$ cat src/gated_timer_pkg.sv
package gated_timer_pkg;

  // ------------------------------------------------------------
  // Register map (word index on the plain register port)
  // ------------------------------------------------------------
  localparam int ADDR_W = 3;
  localparam int DATA_W = 16;
  localparam logic [2:0] ADDR_CONTROL = 3'h0;
  localparam logic [2:0] ADDR_PERIOD = 3'h1;
  localparam logic [2:0] ADDR_COUNT = 3'h2;
  localparam logic [2:0] ADDR_IRQ_STATUS = 3'h3;
  localparam logic [2:0] ADDR_IRQ_MASK = 3'h4;

  // ------------------------------------------------------------
  // Control register field positions
  // ------------------------------------------------------------
  localparam int BIT_RUN = 15;
  localparam int BIT_IDLE_STOP = 13;
  localparam int BIT_GATE_EN = 6;
  localparam int BIT_PRESCALE_HI = 5;
  localparam int BIT_PRESCALE_LO = 4;
  localparam int BIT_EXT_SYNC = 2;
  localparam int BIT_SRC_EXT = 1;

  // ------------------------------------------------------------
  // Interrupt status layout and reset values
  // ------------------------------------------------------------
  localparam int IRQ_W = 2;
  localparam int IRQ_BIT_MATCH = 0;
  localparam int IRQ_BIT_GATE_FALL = 1;
  localparam logic [15:0] PERIOD_RESET = 16'hffff;
  localparam logic [15:0] COUNT_RESET = 16'h0000;

  // ------------------------------------------------------------
  // Prescale terminal counts (ratio minus one)
  // ------------------------------------------------------------
  localparam int PRE_W = 8;
  localparam logic [7:0] PRE_LAST_1 = 8'h00;
  localparam logic [7:0] PRE_LAST_8 = 8'h07;
  localparam logic [7:0] PRE_LAST_64 = 8'h3f;
  localparam logic [7:0] PRE_LAST_256 = 8'hff;

  typedef enum logic [1:0] {
    PRE_DIV1 = 2'b00,
    PRE_DIV8 = 2'b01,
    PRE_DIV64 = 2'b10,
    PRE_DIV256 = 2'b11
  } prescale_select_t;

  typedef struct packed {
    logic timerRun;
    logic idleStop;
    logic gateAccumulateEn;
    prescale_select_t prescaleSelect;
    logic extClockSync;
    logic clockSourceSelect;
  } timer_control_t;

  localparam timer_control_t CONTROL_RESET = '{1'b0, 1'b0, 1'b0, PRE_DIV1, 1'b0, 1'b0};

  typedef struct packed {
    logic [ADDR_W-1:0] addr;
    logic [DATA_W-1:0] wrData;
    logic wrStrobe;
    logic rdStrobe;
  } reg_req_t;

endpackage

$ cat src/sixteen_bit_gated_timer.sv
`timescale 1ns/1ps

// What this block does
// A 16-bit counter runs as internal timer, synchronous counter or unsynchronised counter.
// An interrupt is raised on a period match and, in gated mode, on the gate's falling edge.
// Control bit 15 starts counting when 1 and stops it when 0.
// With control bit 13 set the timer halts in Idle, otherwise it keeps running in Idle.
// Control bit 6 enables gated accumulation only while the internal clock is selected.
// Prescale bits 5-4 divide the input by 1, 8, 64 or 256 for codes 00, 01, 10, 11.
// With the external clock, bit 2 chooses synchronised or unsynchronised counting.
// Control bit 1 selects external rising edges when 1 and the internal half-rate clock when 0.
// Control bits 14, 12-7, 3 and 0 ignore writes and read as zero.
// A control write while running resets the prescale counter; software should avoid it.
// All control bits clear at reset: stopped, internal clock, 1:1 prescale.
// The timer can keep counting in Idle or Sleep to serve as a real-time clock base.
// Software sets up prescale, source, gate, sync and period before enabling interrupts.
// The increment after a period match returns the count to zero and sets the match flag.
// In gated mode the count advances on prescaled internal ticks only while the gate is high.
module sixteen_bit_gated_timer #(
  parameter int WIDTH = 16
) (
  input wire logic sys_clk,
  input wire logic arst_n,
  input wire gated_timer_pkg::reg_req_t regReq,
  output logic [gated_timer_pkg::DATA_W-1:0] rdData,
  input wire logic extClockPin,
  input wire logic gatePin,
  input wire logic idleMode,
  input wire logic sleepMode,
  output logic timerIrq
);
  import gated_timer_pkg::*;

  // ------------------------------------------------------------
  // Pin synchronisers
  // ------------------------------------------------------------
  logic extMeta_q, extSync_q, extPrev_q;
  logic gateMeta_q, gateSync_q, gatePrev_q;

  // Count pin: two flops, the third only feeds the edge detector
  always_ff @(posedge sys_clk or negedge arst_n) begin
    if (!arst_n) begin
      extMeta_q <= 1'b0;
      extSync_q <= 1'b0;
      extPrev_q <= 1'b0;
    end else begin
      extMeta_q <= extClockPin;
      extSync_q <= extMeta_q;
      extPrev_q <= extSync_q;
    end
  end

  // Gate pin: resets low so no false fall follows reset
  always_ff @(posedge sys_clk or negedge arst_n) begin
    if (!arst_n) begin
      gateMeta_q <= 1'b0;
      gateSync_q <= 1'b0;
      gatePrev_q <= 1'b0;
    end else begin
      gateMeta_q <= gatePin;
      gateSync_q <= gateMeta_q;
      gatePrev_q <= gateSync_q;
    end
  end

  // ------------------------------------------------------------
  // Register state
  // ------------------------------------------------------------
  timer_control_t control_q, control_d;
  logic [WIDTH-1:0] period_q, period_d;
  logic [WIDTH-1:0] count_q, count_d;
  logic [IRQ_W-1:0] irqStatus_q, irqStatus_d;
  logic [IRQ_W-1:0] irqMask_q, irqMask_d;
  logic [PRE_W-1:0] prescale_q, prescale_d;
  logic halfRate_q, halfRate_d;
  logic [DATA_W-1:0] rdData_q, rdData_d;
  logic irq_q, irq_d;

  logic wrControl, wrPeriod, wrCount, wrStatus, wrMask;
  logic extRise, gateFall, gateOpen;
  logic sourceTick, halted, preTick, countTick, matchHit;
  logic [PRE_W-1:0] preLast;

  // ------------------------------------------------------------
  // Register port decode
  // ------------------------------------------------------------
  assign wrControl = regReq.wrStrobe && (regReq.addr == ADDR_CONTROL);
  assign wrPeriod = regReq.wrStrobe && (regReq.addr == ADDR_PERIOD);
  assign wrCount = regReq.wrStrobe && (regReq.addr == ADDR_COUNT);
  assign wrStatus = regReq.wrStrobe && (regReq.addr == ADDR_IRQ_STATUS);
  assign wrMask = regReq.wrStrobe && (regReq.addr == ADDR_IRQ_MASK);

  assign extRise = extSync_q && !extPrev_q;
  assign gateFall = gatePrev_q && !gateSync_q;

  // ------------------------------------------------------------
  // Count source, prescaler and period compare
  // ------------------------------------------------------------
  always_comb begin
    // Gate only matters on the internal clock
    gateOpen = 1'b1;
    if (!control_q.clockSourceSelect && control_q.gateAccumulateEn) begin
      gateOpen = gateSync_q;
    end
    // Internal tick is half the core rate
    sourceTick = halfRate_q;
    if (control_q.clockSourceSelect) begin
      sourceTick = extRise;
    end
    // Sleep stops the core clock path; only the unsynchronised counter survives it
    halted = !control_q.timerRun;
    if (idleMode && control_q.idleStop) begin
      halted = 1'b1;
    end
    if (sleepMode && !(control_q.clockSourceSelect && !control_q.extClockSync)) begin
      halted = 1'b1;
    end
    case (control_q.prescaleSelect)
      PRE_DIV1: preLast = PRE_LAST_1;
      PRE_DIV8: preLast = PRE_LAST_8;
      PRE_DIV64: preLast = PRE_LAST_64;
      PRE_DIV256: preLast = PRE_LAST_256;
      default: preLast = PRE_LAST_1;
    endcase
    preTick = !halted && sourceTick && gateOpen && (prescale_q == preLast);
    countTick = preTick;
    matchHit = countTick && (count_q == period_q);
  end

  // ------------------------------------------------------------
  // Control register
  // ------------------------------------------------------------
  always_comb begin
    control_d = control_q;
    if (wrControl) begin
      // Unimplemented bits are simply never stored
      control_d.timerRun = regReq.wrData[BIT_RUN];
      control_d.idleStop = regReq.wrData[BIT_IDLE_STOP];
      control_d.gateAccumulateEn = regReq.wrData[BIT_GATE_EN];
      control_d.prescaleSelect =
        prescale_select_t'(regReq.wrData[BIT_PRESCALE_HI:BIT_PRESCALE_LO]);
      control_d.extClockSync = regReq.wrData[BIT_EXT_SYNC];
      control_d.clockSourceSelect = regReq.wrData[BIT_SRC_EXT];
    end
  end

  always_ff @(posedge sys_clk or negedge arst_n) begin
    if (!arst_n) begin
      control_q <= CONTROL_RESET;
    end else begin
      control_q <= control_d;
    end
  end

  // ------------------------------------------------------------
  // Period register
  // ------------------------------------------------------------
  always_comb begin
    period_d = period_q;
    if (wrPeriod) begin
      period_d = regReq.wrData[WIDTH-1:0];
    end
  end

  always_ff @(posedge sys_clk or negedge arst_n) begin
    if (!arst_n) begin
      period_q <= PERIOD_RESET;
    end else begin
      period_q <= period_d;
    end
  end

  // ------------------------------------------------------------
  // Prescaler and half-rate tick
  // ------------------------------------------------------------
  always_comb begin
    prescale_d = prescale_q;
    halfRate_d = !halfRate_q;
    // Prescaler advances on each qualified source tick
    if (!halted && sourceTick && gateOpen) begin
      if (prescale_q == preLast) begin
        prescale_d = '0;
      end else begin
        prescale_d = prescale_q + 1'b1;
      end
    end
    // Reconfiguring a live timer restarts the division cleanly
    if (wrControl && control_q.timerRun) begin
      prescale_d = '0;
    end
  end

  always_ff @(posedge sys_clk or negedge arst_n) begin
    if (!arst_n) begin
      prescale_q <= '0;
      halfRate_q <= 1'b0;
    end else begin
      prescale_q <= prescale_d;
      halfRate_q <= halfRate_d;
    end
  end

  // ------------------------------------------------------------
  // Count register
  // ------------------------------------------------------------
  always_comb begin
    count_d = count_q;
    if (matchHit) begin
      count_d = '0;
    end else if (countTick) begin
      count_d = count_q + 1'b1;
    end
    // Software load of the count takes priority over counting
    if (wrCount) begin
      count_d = regReq.wrData[WIDTH-1:0];
    end
  end

  always_ff @(posedge sys_clk or negedge arst_n) begin
    if (!arst_n) begin
      count_q <= COUNT_RESET;
    end else begin
      count_q <= count_d;
    end
  end

  // ------------------------------------------------------------
  // Interrupt status and mask
  // ------------------------------------------------------------
  always_comb begin
    irqStatus_d = irqStatus_q;
    irqMask_d = irqMask_q;
    if (wrMask) begin
      irqMask_d = regReq.wrData[IRQ_W-1:0];
    end
    // Write-one-to-clear; a new event in the same cycle wins
    if (wrStatus) begin
      irqStatus_d = irqStatus_q & ~regReq.wrData[IRQ_W-1:0];
    end
    if (matchHit) begin
      irqStatus_d[IRQ_BIT_MATCH] = 1'b1;
    end
    if (gateFall && control_q.timerRun && control_q.gateAccumulateEn &&
        !control_q.clockSourceSelect) begin
      irqStatus_d[IRQ_BIT_GATE_FALL] = 1'b1;
    end
  end

  always_ff @(posedge sys_clk or negedge arst_n) begin
    if (!arst_n) begin
      irqStatus_q <= '0;
      irqMask_q <= '0;
    end else begin
      irqStatus_q <= irqStatus_d;
      irqMask_q <= irqMask_d;
    end
  end

  // ------------------------------------------------------------
  // Interrupt output
  // ------------------------------------------------------------
  always_comb begin
    // Built from next values so the pin rises with its status bit
    irq_d = |(irqStatus_d & irqMask_d);
  end

  always_ff @(posedge sys_clk or negedge arst_n) begin
    if (!arst_n) begin
      irq_q <= 1'b0;
    end else begin
      irq_q <= irq_d;
    end
  end

  // ------------------------------------------------------------
  // Read data
  // ------------------------------------------------------------
  always_comb begin
    rdData_d = '0;
    if (regReq.rdStrobe) begin
      case (regReq.addr)
        ADDR_CONTROL: begin
          rdData_d[BIT_RUN] = control_q.timerRun;
          rdData_d[BIT_IDLE_STOP] = control_q.idleStop;
          rdData_d[BIT_GATE_EN] = control_q.gateAccumulateEn;
          rdData_d[BIT_PRESCALE_HI:BIT_PRESCALE_LO] = control_q.prescaleSelect;
          rdData_d[BIT_EXT_SYNC] = control_q.extClockSync;
          rdData_d[BIT_SRC_EXT] = control_q.clockSourceSelect;
        end
        ADDR_PERIOD: rdData_d[WIDTH-1:0] = period_q;
        ADDR_COUNT: rdData_d[WIDTH-1:0] = count_q;
        ADDR_IRQ_STATUS: rdData_d[IRQ_W-1:0] = irqStatus_q;
        ADDR_IRQ_MASK: rdData_d[IRQ_W-1:0] = irqMask_q;
        default: rdData_d = '0;
      endcase
    end
  end

  // Answer stands one cycle only; zero keeps idle reads harmless
  always_ff @(posedge sys_clk or negedge arst_n) begin
    if (!arst_n) begin
      rdData_q <= '0;
    end else begin
      rdData_q <= rdData_d;
    end
  end

  assign rdData = rdData_q;
  assign timerIrq = irq_q;

endmodule

$ cat config.mk
export PLATFORM = sky130hd
export DESIGN_NAME = sixteen_bit_gated_timer
export DESIGN_NICKNAME = d
export VERILOG_FILES = /design/src/gated_timer_pkg.sv /design/src/sixteen_bit_gated_timer.sv
export SDC_FILE = /design/constraint.sdc
export NUM_CORES = 1
export LEC_CHECK = 0
export BUFFER_PORTS_ARGS = -buffer_cell sky130_fd_sc_hd__buf_4
export CAP_MARGIN = 0
export CORE_ASPECT_RATIO = 0.75
export CORE_MARGIN = 2
export CORE_UTILIZATION = 38
export CTS_BUF_LIST = sky130_fd_sc_hd__clkbuf_2 sky130_fd_sc_hd__clkbuf_4 sky130_fd_sc_hd__clkbuf_8
export DETAILED_ROUTE_END_ITERATION = 6
export HOLD_SLACK_MARGIN = 0.02
export RECOVER_POWER = 50
export SETUP_SLACK_MARGIN = 0.1
export SLEW_MARGIN = 20
export SYNTH_ARGS = -nofsm -noshare
export SYNTH_HDL_FRONTEND = slang
export SYNTH_SLANG_ARGS = --single-unit
$ cat constraint.sdc
create_clock -name sys_clk -period 2.8 [get_ports sys_clk]
set_clock_uncertainty 0.05 [all_clocks]
set_input_delay 0.56 -clock sys_clk [delete_from_list [all_inputs] [get_ports sys_clk]]
set_output_delay 0.56 -clock sys_clk [all_outputs]
set_load 0.01 [all_outputs]
Word-level counts from Yosys, hierarchy flattened. Index checks and enable logic that the tools add are counted.

Register bits: 75. Logic and storage cells: 91. Input port bits: 27. Output and inout port bits: 17.

Bitwise logic cells: 3. Reduce and logical (&&, ||, !) cells: 32. Add/subtract/negate cells: 2. Equality and inequality tests: 9. Multiplexer cells: 25.

Operators with widths (count): 2-to-1 mux 16 bit (4); case mux 8 bit (4 select lines) (1); 2-to-1 mux 8 bit (3); logical AND 1 bit (19); adder 16 x 1 -> 16 bit (second input constant) (1); == test 16 bit (1); case mux 6 bit (2 select lines) (1); case mux 1 bit (3 select lines) (3); case mux 3 bit (3 select lines) (1); adder 8 x 1 -> 8 bit (second input constant) (1); == test 8 bit (1); logical NOT 1 bit (8); == test 3 x 2 -> 1 bit (second input constant) (2); 2-to-1 mux 1 bit (6); case mux 1 bit (5 select lines) (1); AND 2 bit (2); == test 2 bit (second input constant) (2); 2-to-1 mux 2 bit (2); case mux 1 bit (2 select lines) (2); case mux 1 bit (4 select lines) (1); == test 3 x 1 -> 1 bit (second input constant) (1); == test 3 bit (second input constant) (1); logical NOT 3 bit (1); nonzero test 3 bit (1); other kinds (5) (5).

Depth between registers and ports, before layout. Gate-level depths: netlist of the first run.

Depth in word-level cells: 13. Mapped depth: 8. Mapped depth without buffers: 7.

Worst setup path before layout of the first run. OpenSTA, ideal clock, no wires.

Path type: register -> register. From: register control_q[2] (netlist bit). To: register count_q[12]. Setup time: 0.124 ns. Path slack: 0.557 ns. Arrival: 2.069 ns. Cell stages (with the launch flop): 8. Buffers on the path: 1. Required time: 2.626 ns. Period minus slack after synthesis: 2.243 ns. Cell sequence: dfrtp_1 > or4_1 > a211o_1 > a22oi_4 > a21o_4 > buf_8 > o21ai_1 > a211o_1.

Longest elaborated chain between the ends: 7. Elaborated cells between the ends (all ways): 11. Classes of those cells: 4 x eq/ne; 3 x mux; 4 x reduce/logical.

RTL lines: from (decl) (line sixteen_bit_gated_timer.sv:69) `timer_control_t control_q, control_d;`; from (signal assigned) (line sixteen_bit_gated_timer.sv:151) `control_q <= control_d;`; == test 2 bit (tied with other cells) (line sixteen_bit_gated_timer.sv:118) `case (control_q.prescaleSelect)`; case mux 8 bit (4 select lines) (*) (line sixteen_bit_gated_timer.sv:118); == test 8 bit (*) (line sixteen_bit_gated_timer.sv:125) `preTick = !halted && sourceTick && gateOpen && (prescale_q == preLast);`; logical AND 1 bit (*) (line sixteen_bit_gated_timer.sv:125); logical AND 1 bit (line sixteen_bit_gated_timer.sv:127) `matchHit = countTick && (count_q == period_q);`; 2-to-1 mux 16 bit (line sixteen_bit_gated_timer.sv:208) `if (matchHit) begin`; 2-to-1 mux 16 bit (line sixteen_bit_gated_timer.sv:214) `if (wrCount) begin`; to (signal assigned) (line sixteen_bit_gated_timer.sv:223) `count_q <= count_d;`; to (decl) (line sixteen_bit_gated_timer.sv:71) `logic [WIDTH-1:0] count_q, count_d;`.

Every way passes the cells marked *; elsewhere a longest branch is shown, timed or not. A chain may end at the register's enable or synchronous reset.

Final worst setup path of the first run.
From: register control_q[2] (netlist bit). To: register count_q[14].

Same word-level chain as after synthesis.

==> metrics, run 1 <==
status complete, but fails checks; failing checks capacitance limit, slew limit; hpwl dp 6600 um; final hold vios 0; PwrDens 719 mW/mm^2; commonest non-fill, non-tap cell in the layout dfrtp_1; synthesized area 0.00378 sq mm; met3 WL post-DR 595 um; CP arrival 2790 ps; CTS Sinks 75; total track usage 0.179; Initial Util 0.391; crit end category flip-flop; Synth-to-Final Area Change 18.3%; DRC violation count after routing 0; Hold Startpoint gatePin; Pre-antenna DRT Iters 4; syn nets 383; Die X 119 um; WHS Path Cells 1; Leak 0.00196 uW; share of layout cells above drive strength 1 0.287; Port-buffer cells 43; Seq cells post-synth 75; Ys Warns 0; critical path type flip-flop to flip-flop; peak supply drop 0.277 mV; Routed WL per cell 16.8 um; Max-slew headroom -0.211; Antenna Nets Post-Route 0; Die Span Y 90.4 um; clock latency on the worst-skew pair 350 ps; overflow left after global routing 0; Layout Nets 431; initial antenna violation count 0; commonest cells after routing, fill and taps aside 59 x dfrtp_1, 50 x buf_4, 32 x nor2_1; CP max stage cell or4_1; Post-synth EDFFs 0; routability cong. 0.840; # resized after CTS 0; r2r worst-path depth 6; RSZ-0062 raised after global routing no; row count 31; metal1 wirelength 4600 um; I/O pin count 44; Main synth FF type dfrtp_1; DR vias 2,869; Worst-Margin Slew 1820 ps; max_cap viols 1; Tcrit/Tclk final 0.918; Area contributors post-synth dfrtp_1 39%, dfstp_2 11%, mux2_2 7.5%, xor2_1 3.9%, nor2_1 3.2%; CTS Buffer Depth 2; share of the synthesized area in the top cell type 0.391; Synth cell types 53; drt total wl 9080 um; Hold Crit Class primary input to flip-flop; worst path cell trace or4_1 -> a211o_1 -> a22oi_4 -> nand4_4 -> or3_1 -> o211ai_1; Max Used Layer met4; crit-path max cell delay 550 ps; final worst path period need 2570 ps; Post-Syn Instances 354; leading area contributor after synthesis dfrtp_1; vias per cell 5.32; Die Footprint 0.0108 sq mm; CTS Hold Bufs 0; setup TNS 0 ps; largest net degree at the start of global routing 76; sequential-to-total area share from yosys stat 0.502; Post-Syn Area per Cell 10.7 sq um; pre-CTS setup slack 248 ps; postcts setup bufs 0; fmax 389 MHz; R2R Path Start control_q[2]; clk slew on worst S/H paths 80 ps; root buf cell clkbuf_8; Worst Path Required 3020 ps; Final Max Slew Viols 76; total power 3210 uW; Critical Path Start Type flip-flop; CTS buffer count 9; # setup viols final 0; CTS tree yes; metal2 WL 3770 um; DRT iter0 DRCs 210; Hold Path Sink gateMeta_q; CP Max Fanout 16; Setup WS post-layout 230 ps; first-pass GRT wire length 14,800 um; Reg2Reg Capture Point count_q[14]; Core ar. 0.00966 sq mm; vias in the first global route 2,800; number of diodes 0; slack of the worst reg-to-reg path 230 ps; H-Tree Depth 3; fraction of registers with async set/reset 1.00
## routing by layer
| metal | vias to the layer above | global-route usage |
|---|---|---|
| met5 | - | 0 |
| met4 | 0 | 0.0536 |
| met3 | 9 | 0.0455 |
| met2 | 84 | 0.244 |
| met1 | 1403 | 0.273 |
| li1 | 1373 | - |
## registers in the layout, indices dropped and copies added (netlist names), 2 cells and up
register     flops
count_q         16
period_q        16
rdData          16
prescale_q       8
control_q        7
irqMask_q        2
irqStatus_q      2
## cells in the mapped netlist, types with 6 or more instances
| cell type | count |
|---|---|
| a211o_1 | 7 |
| a21o_1 | 6 |
| a21oi_1 | 11 |
| a22oi_1 | 10 |
| and2_1 | 6 |
| and3_1 | 8 |
| clkbuf_1 | 11 |
| dfrtp_1 | 59 |
| dfstp_2 | 16 |
| mux2_2 | 25 |
| mux2i_1 | 8 |
| nand2_1 | 25 |
| nand3_1 | 13 |
| nand4_1 | 8 |
| nor2_1 | 32 |
| nor3_1 | 7 |
| o21ai_0 | 15 |
| xor2_1 | 17 |
## final cells by class
type | instances | area, sq um
Fill cell | 901 | 5190
Sequential cell | 75 | 1900
Multi-Input combinational cell | 257 | 1770
Timing Repair Buffer | 54 | 399
Tap cell | 132 | 165
Clock buffer | 10 | 131
Clock inverter | 6 | 88.8
Inverter | 5 | 18.8
## critical path: cells and delay by family, from the launching register on
| kind | cells | cell delay, ps |
|---|---|---|
| AND/OR/NAND/NOR | 3 | 1290 |
| AO/OA/AOI/OAI | 3 | 720 |
| flip-flops | 1 | 440 |
## report_power, final
part	internal, uW	switching [uW]	total [uW]
Clock	513	413	926
Sequential	1320	245	1560
Combinational	366	358	724
Total	2200	1020	3210
## stage by stage
stage,std cells,area (sq um),hold WS [ps],util
after detailed placement,523,4260,287,0.441
final,539,4470,283,0.463
after CTS,539,4480,243,0.464
after floorplan,354,3780,214,-
after global placement,523,4260,285,0.441
after global routing,539,4470,260,0.463
## how the worst max path moves through the flow
stage / start / to / slack (ps) / cells past startpoint
floorplan: control_q[2] / count_q[12] / 560 / 7
global placement: control_q[2] / count_q[14] / 320 / 6
detailed placement: control_q[2] / count_q[14] / 250 / 6
CTS: control_q[2] / count_q[14] / 230 / 6
global route: control_q[2] / count_q[14] / 150 / 6
finish: control_q[2] / count_q[14] / 230 / 6
## logic make-up after synthesis
family,Yosys count,synth area share
compound gates,74,0.141
fa+ha+maj,2,0.00662
buf+inv,22,0.0291
xor+xnor,22,0.0510
simple gates,126,0.175
flops,75,0.502
mux,33,0.0957
No activity file was read; power rests on OpenSTA's default activity.
==> inputs of run 2 (changes only) <==
--- a/config.mk
+++ b/config.mk
@@ -7,7 +7,6 @@
 export LEC_CHECK = 0
 export BUFFER_PORTS_ARGS = -buffer_cell sky130_fd_sc_hd__buf_4
 export CAP_MARGIN = 0
-export CORE_ASPECT_RATIO = 0.75
 export CORE_MARGIN = 2
 export CORE_UTILIZATION = 38
 export CTS_BUF_LIST = sky130_fd_sc_hd__clkbuf_2 sky130_fd_sc_hd__clkbuf_4 sky130_fd_sc_hd__clkbuf_8
==> run 2 against run 1 <==
Net effect: the flow still finishes with violations (capacitance limit, slew limit); register-to-register slack improved by 40 ps; fmax increased by 1.7%; sequential share of layout area decreased by 0.28 points; clock power increased by 13%; wire length increased by 0.78%; cell count unchanged; via count decreased by 1.5%; critical path type unchanged; largest cell class unchanged; largest power group unchanged; highest routed layer unchanged.
==> metrics, run 2 (synthesis gave the netlist of run 1 again) <==
vias per cell 5.24 (was 5.32); Die Footprint 0.0108 sq mm (about the same); clock latency on the worst-skew pair 360 ps (was 350 ps); RSZ-0062 raised after global routing no (unchanged); Hold Crit Class primary input to flip-flop (unchanged); final worst path period need 2530 ps (was 2570 ps); hpwl dp 6340 um (was 6600 um); Core ar. 0.00973 sq mm (was 0.00966 sq mm); setup TNS 0 ps (unchanged); switching power 1020 uW (about the same); DRT iter0 DRCs 99 (was 210); Layout Nets 430 (was 431); Final Max Slew Viols 76 (unchanged); # resized after CTS 0 (unchanged); crit end category flip-flop (unchanged); PwrDens 740 mW/mm^2 (was 719 mW/mm^2); cell internal pwr 2320 uW (was 2200 uW); Sequential Power Share 0.464 (was 0.486); root buf cell clkbuf_8 (unchanged); Die Span Y 104 um (was 90.4 um); first-pass GRT wire length 15,100 um (was 14,800 um); routability cong. 0.828 (was 0.840); critical path type flip-flop to flip-flop (unchanged); CTS Buffer Depth 2 (unchanged); Placed Area 0.00425 sq mm (was 0.00426 sq mm); Worst-Margin Slew 1880 ps (was 1820 ps); DR vias 2,826 (was 2,869); Max-slew headroom -0.256 (was -0.211); Clk pwr share 0.315 (was 0.288); Die X 104 um (was 119 um); Critical Path Start Type flip-flop (unchanged); Fin Hold WS 278 ps (was 283 ps); Worst Path Required 3020 ps (about the same); CTS tree yes (unchanged); max_cap viols 1 (unchanged); total track usage 0.178 (was 0.179); Synth-to-Final Area Change 19.1% (was 18.3%); postcts setup bufs 0 (unchanged); combinational share of power 0.221 (was 0.225); Leak 0.00198 uW (was 0.00196 uW); initial antenna violation count 0 (unchanged); fin util 0.462 (was 0.463); number of diodes 0 (unchanged); fmax 396 MHz (was 389 MHz); row count 36 (was 31); H-Tree Depth 3 (unchanged); Routed WL per cell 17.0 um (was 16.8 um); GRT met3 Usage 0.0340 (was 0.0455); failing checks capacitance limit, slew limit (unchanged); GRT met2 Usage 0.271 (was 0.244); CTS buffer count 9 (unchanged); commonest cells after routing, fill and taps aside 59 x dfrtp_1, 50 x buf_4, 32 x nor2_1 (unchanged); Initial Util 0.388 (was 0.391); Antenna Nets Post-Route 0 (unchanged); Port-buffer cells 43 (unchanged); GR Util met1 0.251 (was 0.273); clk slew on worst S/H paths 80 ps (about the same); post-route cell area 0.00450 sq mm (was 0.00447 sq mm); # setup viols final 0 (unchanged); vias in the first global route 2,887 (was 2,800); CP Max Fanout 16 (unchanged); drt total wl 9150 um (was 9080 um); Tcrit/Tclk final 0.903 (was 0.918); peak supply drop 0.303 mV (was 0.277 mV); CTS Sinks 75 (unchanged); CTS Hold Bufs 0 (unchanged); CP arrival 2750 ps (was 2790 ps); commonest non-fill, non-tap cell in the layout dfrtp_1 (unchanged); status complete, but fails checks (unchanged); switching share of power 0.305 (was 0.316); DRC violation count after routing 0 (unchanged); final hold vios 0 (unchanged); largest net degree at the start of global routing 76 (unchanged); Pre-antenna DRT Iters 4 (unchanged); overflow left after global routing 0 (unchanged); I/O pin count 44 (unchanged); GRT busiest layer met2 (was met1); share of layout cells above drive strength 1 0.291 (was 0.287)
-- run 2: final cells by class --
class	instances	area, sq um
flip-flops and latches	75	1900
clock inverters	5	108
repair buffers	53	395
well taps	133	166
inverters	5	18.8
fillers	964	5230
clock buffers	11	145
multi-input cells	257	1770
-- run 2: metal layers --
| metal | vias up | part of all wire | routed length [um] |
|---|---|---|---|
| met2 | 60 | 0.46 | 4190 |
| met3 | 16 | 0.037 | 339 |
| met4 | 0 | 0.022 | 197 |
| li1 | 1368 | - | - |
| met1 | 1382 | 0.48 | 4420 |
| met5 | - | 0 | 0 |
-- run 2: worst paths after layout --
check | start | endpoint | slack (ps) | depth (start not counted)
max | control_q[2] | count_q[14] | 270 | 6
min | extClockPin | extMeta_q | 280 | 1
max reg2reg | control_q[2] | count_q[14] | 270 | 6
min reg2reg | gateMeta_q | gateSync_q | 310 | 0
max in group asynchronous | arst_n | count_q[6] | 910 | 1
min in group asynchronous | arst_n | rdData[0] | 640 | 1
-- run 2: power by group through the flow --
| stage | logic (uW) | registers, uW | clock network [uW] |
|---|---|---|---|
| CTS | 745 | 1540 | 1070 |
| finish | 737 | 1540 | 1050 |
| global placement | 730 | 1550 | 0 |
| detailed placement | 740 | 1560 | 0 |
| floorplan | 528 | 1490 | 0 |
| global route | 825 | 1580 | 1110 |
-- run 2: stage by stage --
step                      power (uW)  std cells  setup slack (ps)
final                           3330        539               272
after global routing            3520        539               127
after CTS                       3360        539               278
after detailed placement        2300        523               299
after global placement          2280        523               356
after floorplan                 2020        354               557
-- run 2: critical path: stages, from the launching register on --
cell      delay [ps]
dfrtp_1          440
or4_1            530
a211o_1          330
a22oi_4          270
nand4_4          300
or3_1            430
o211ai_1          90
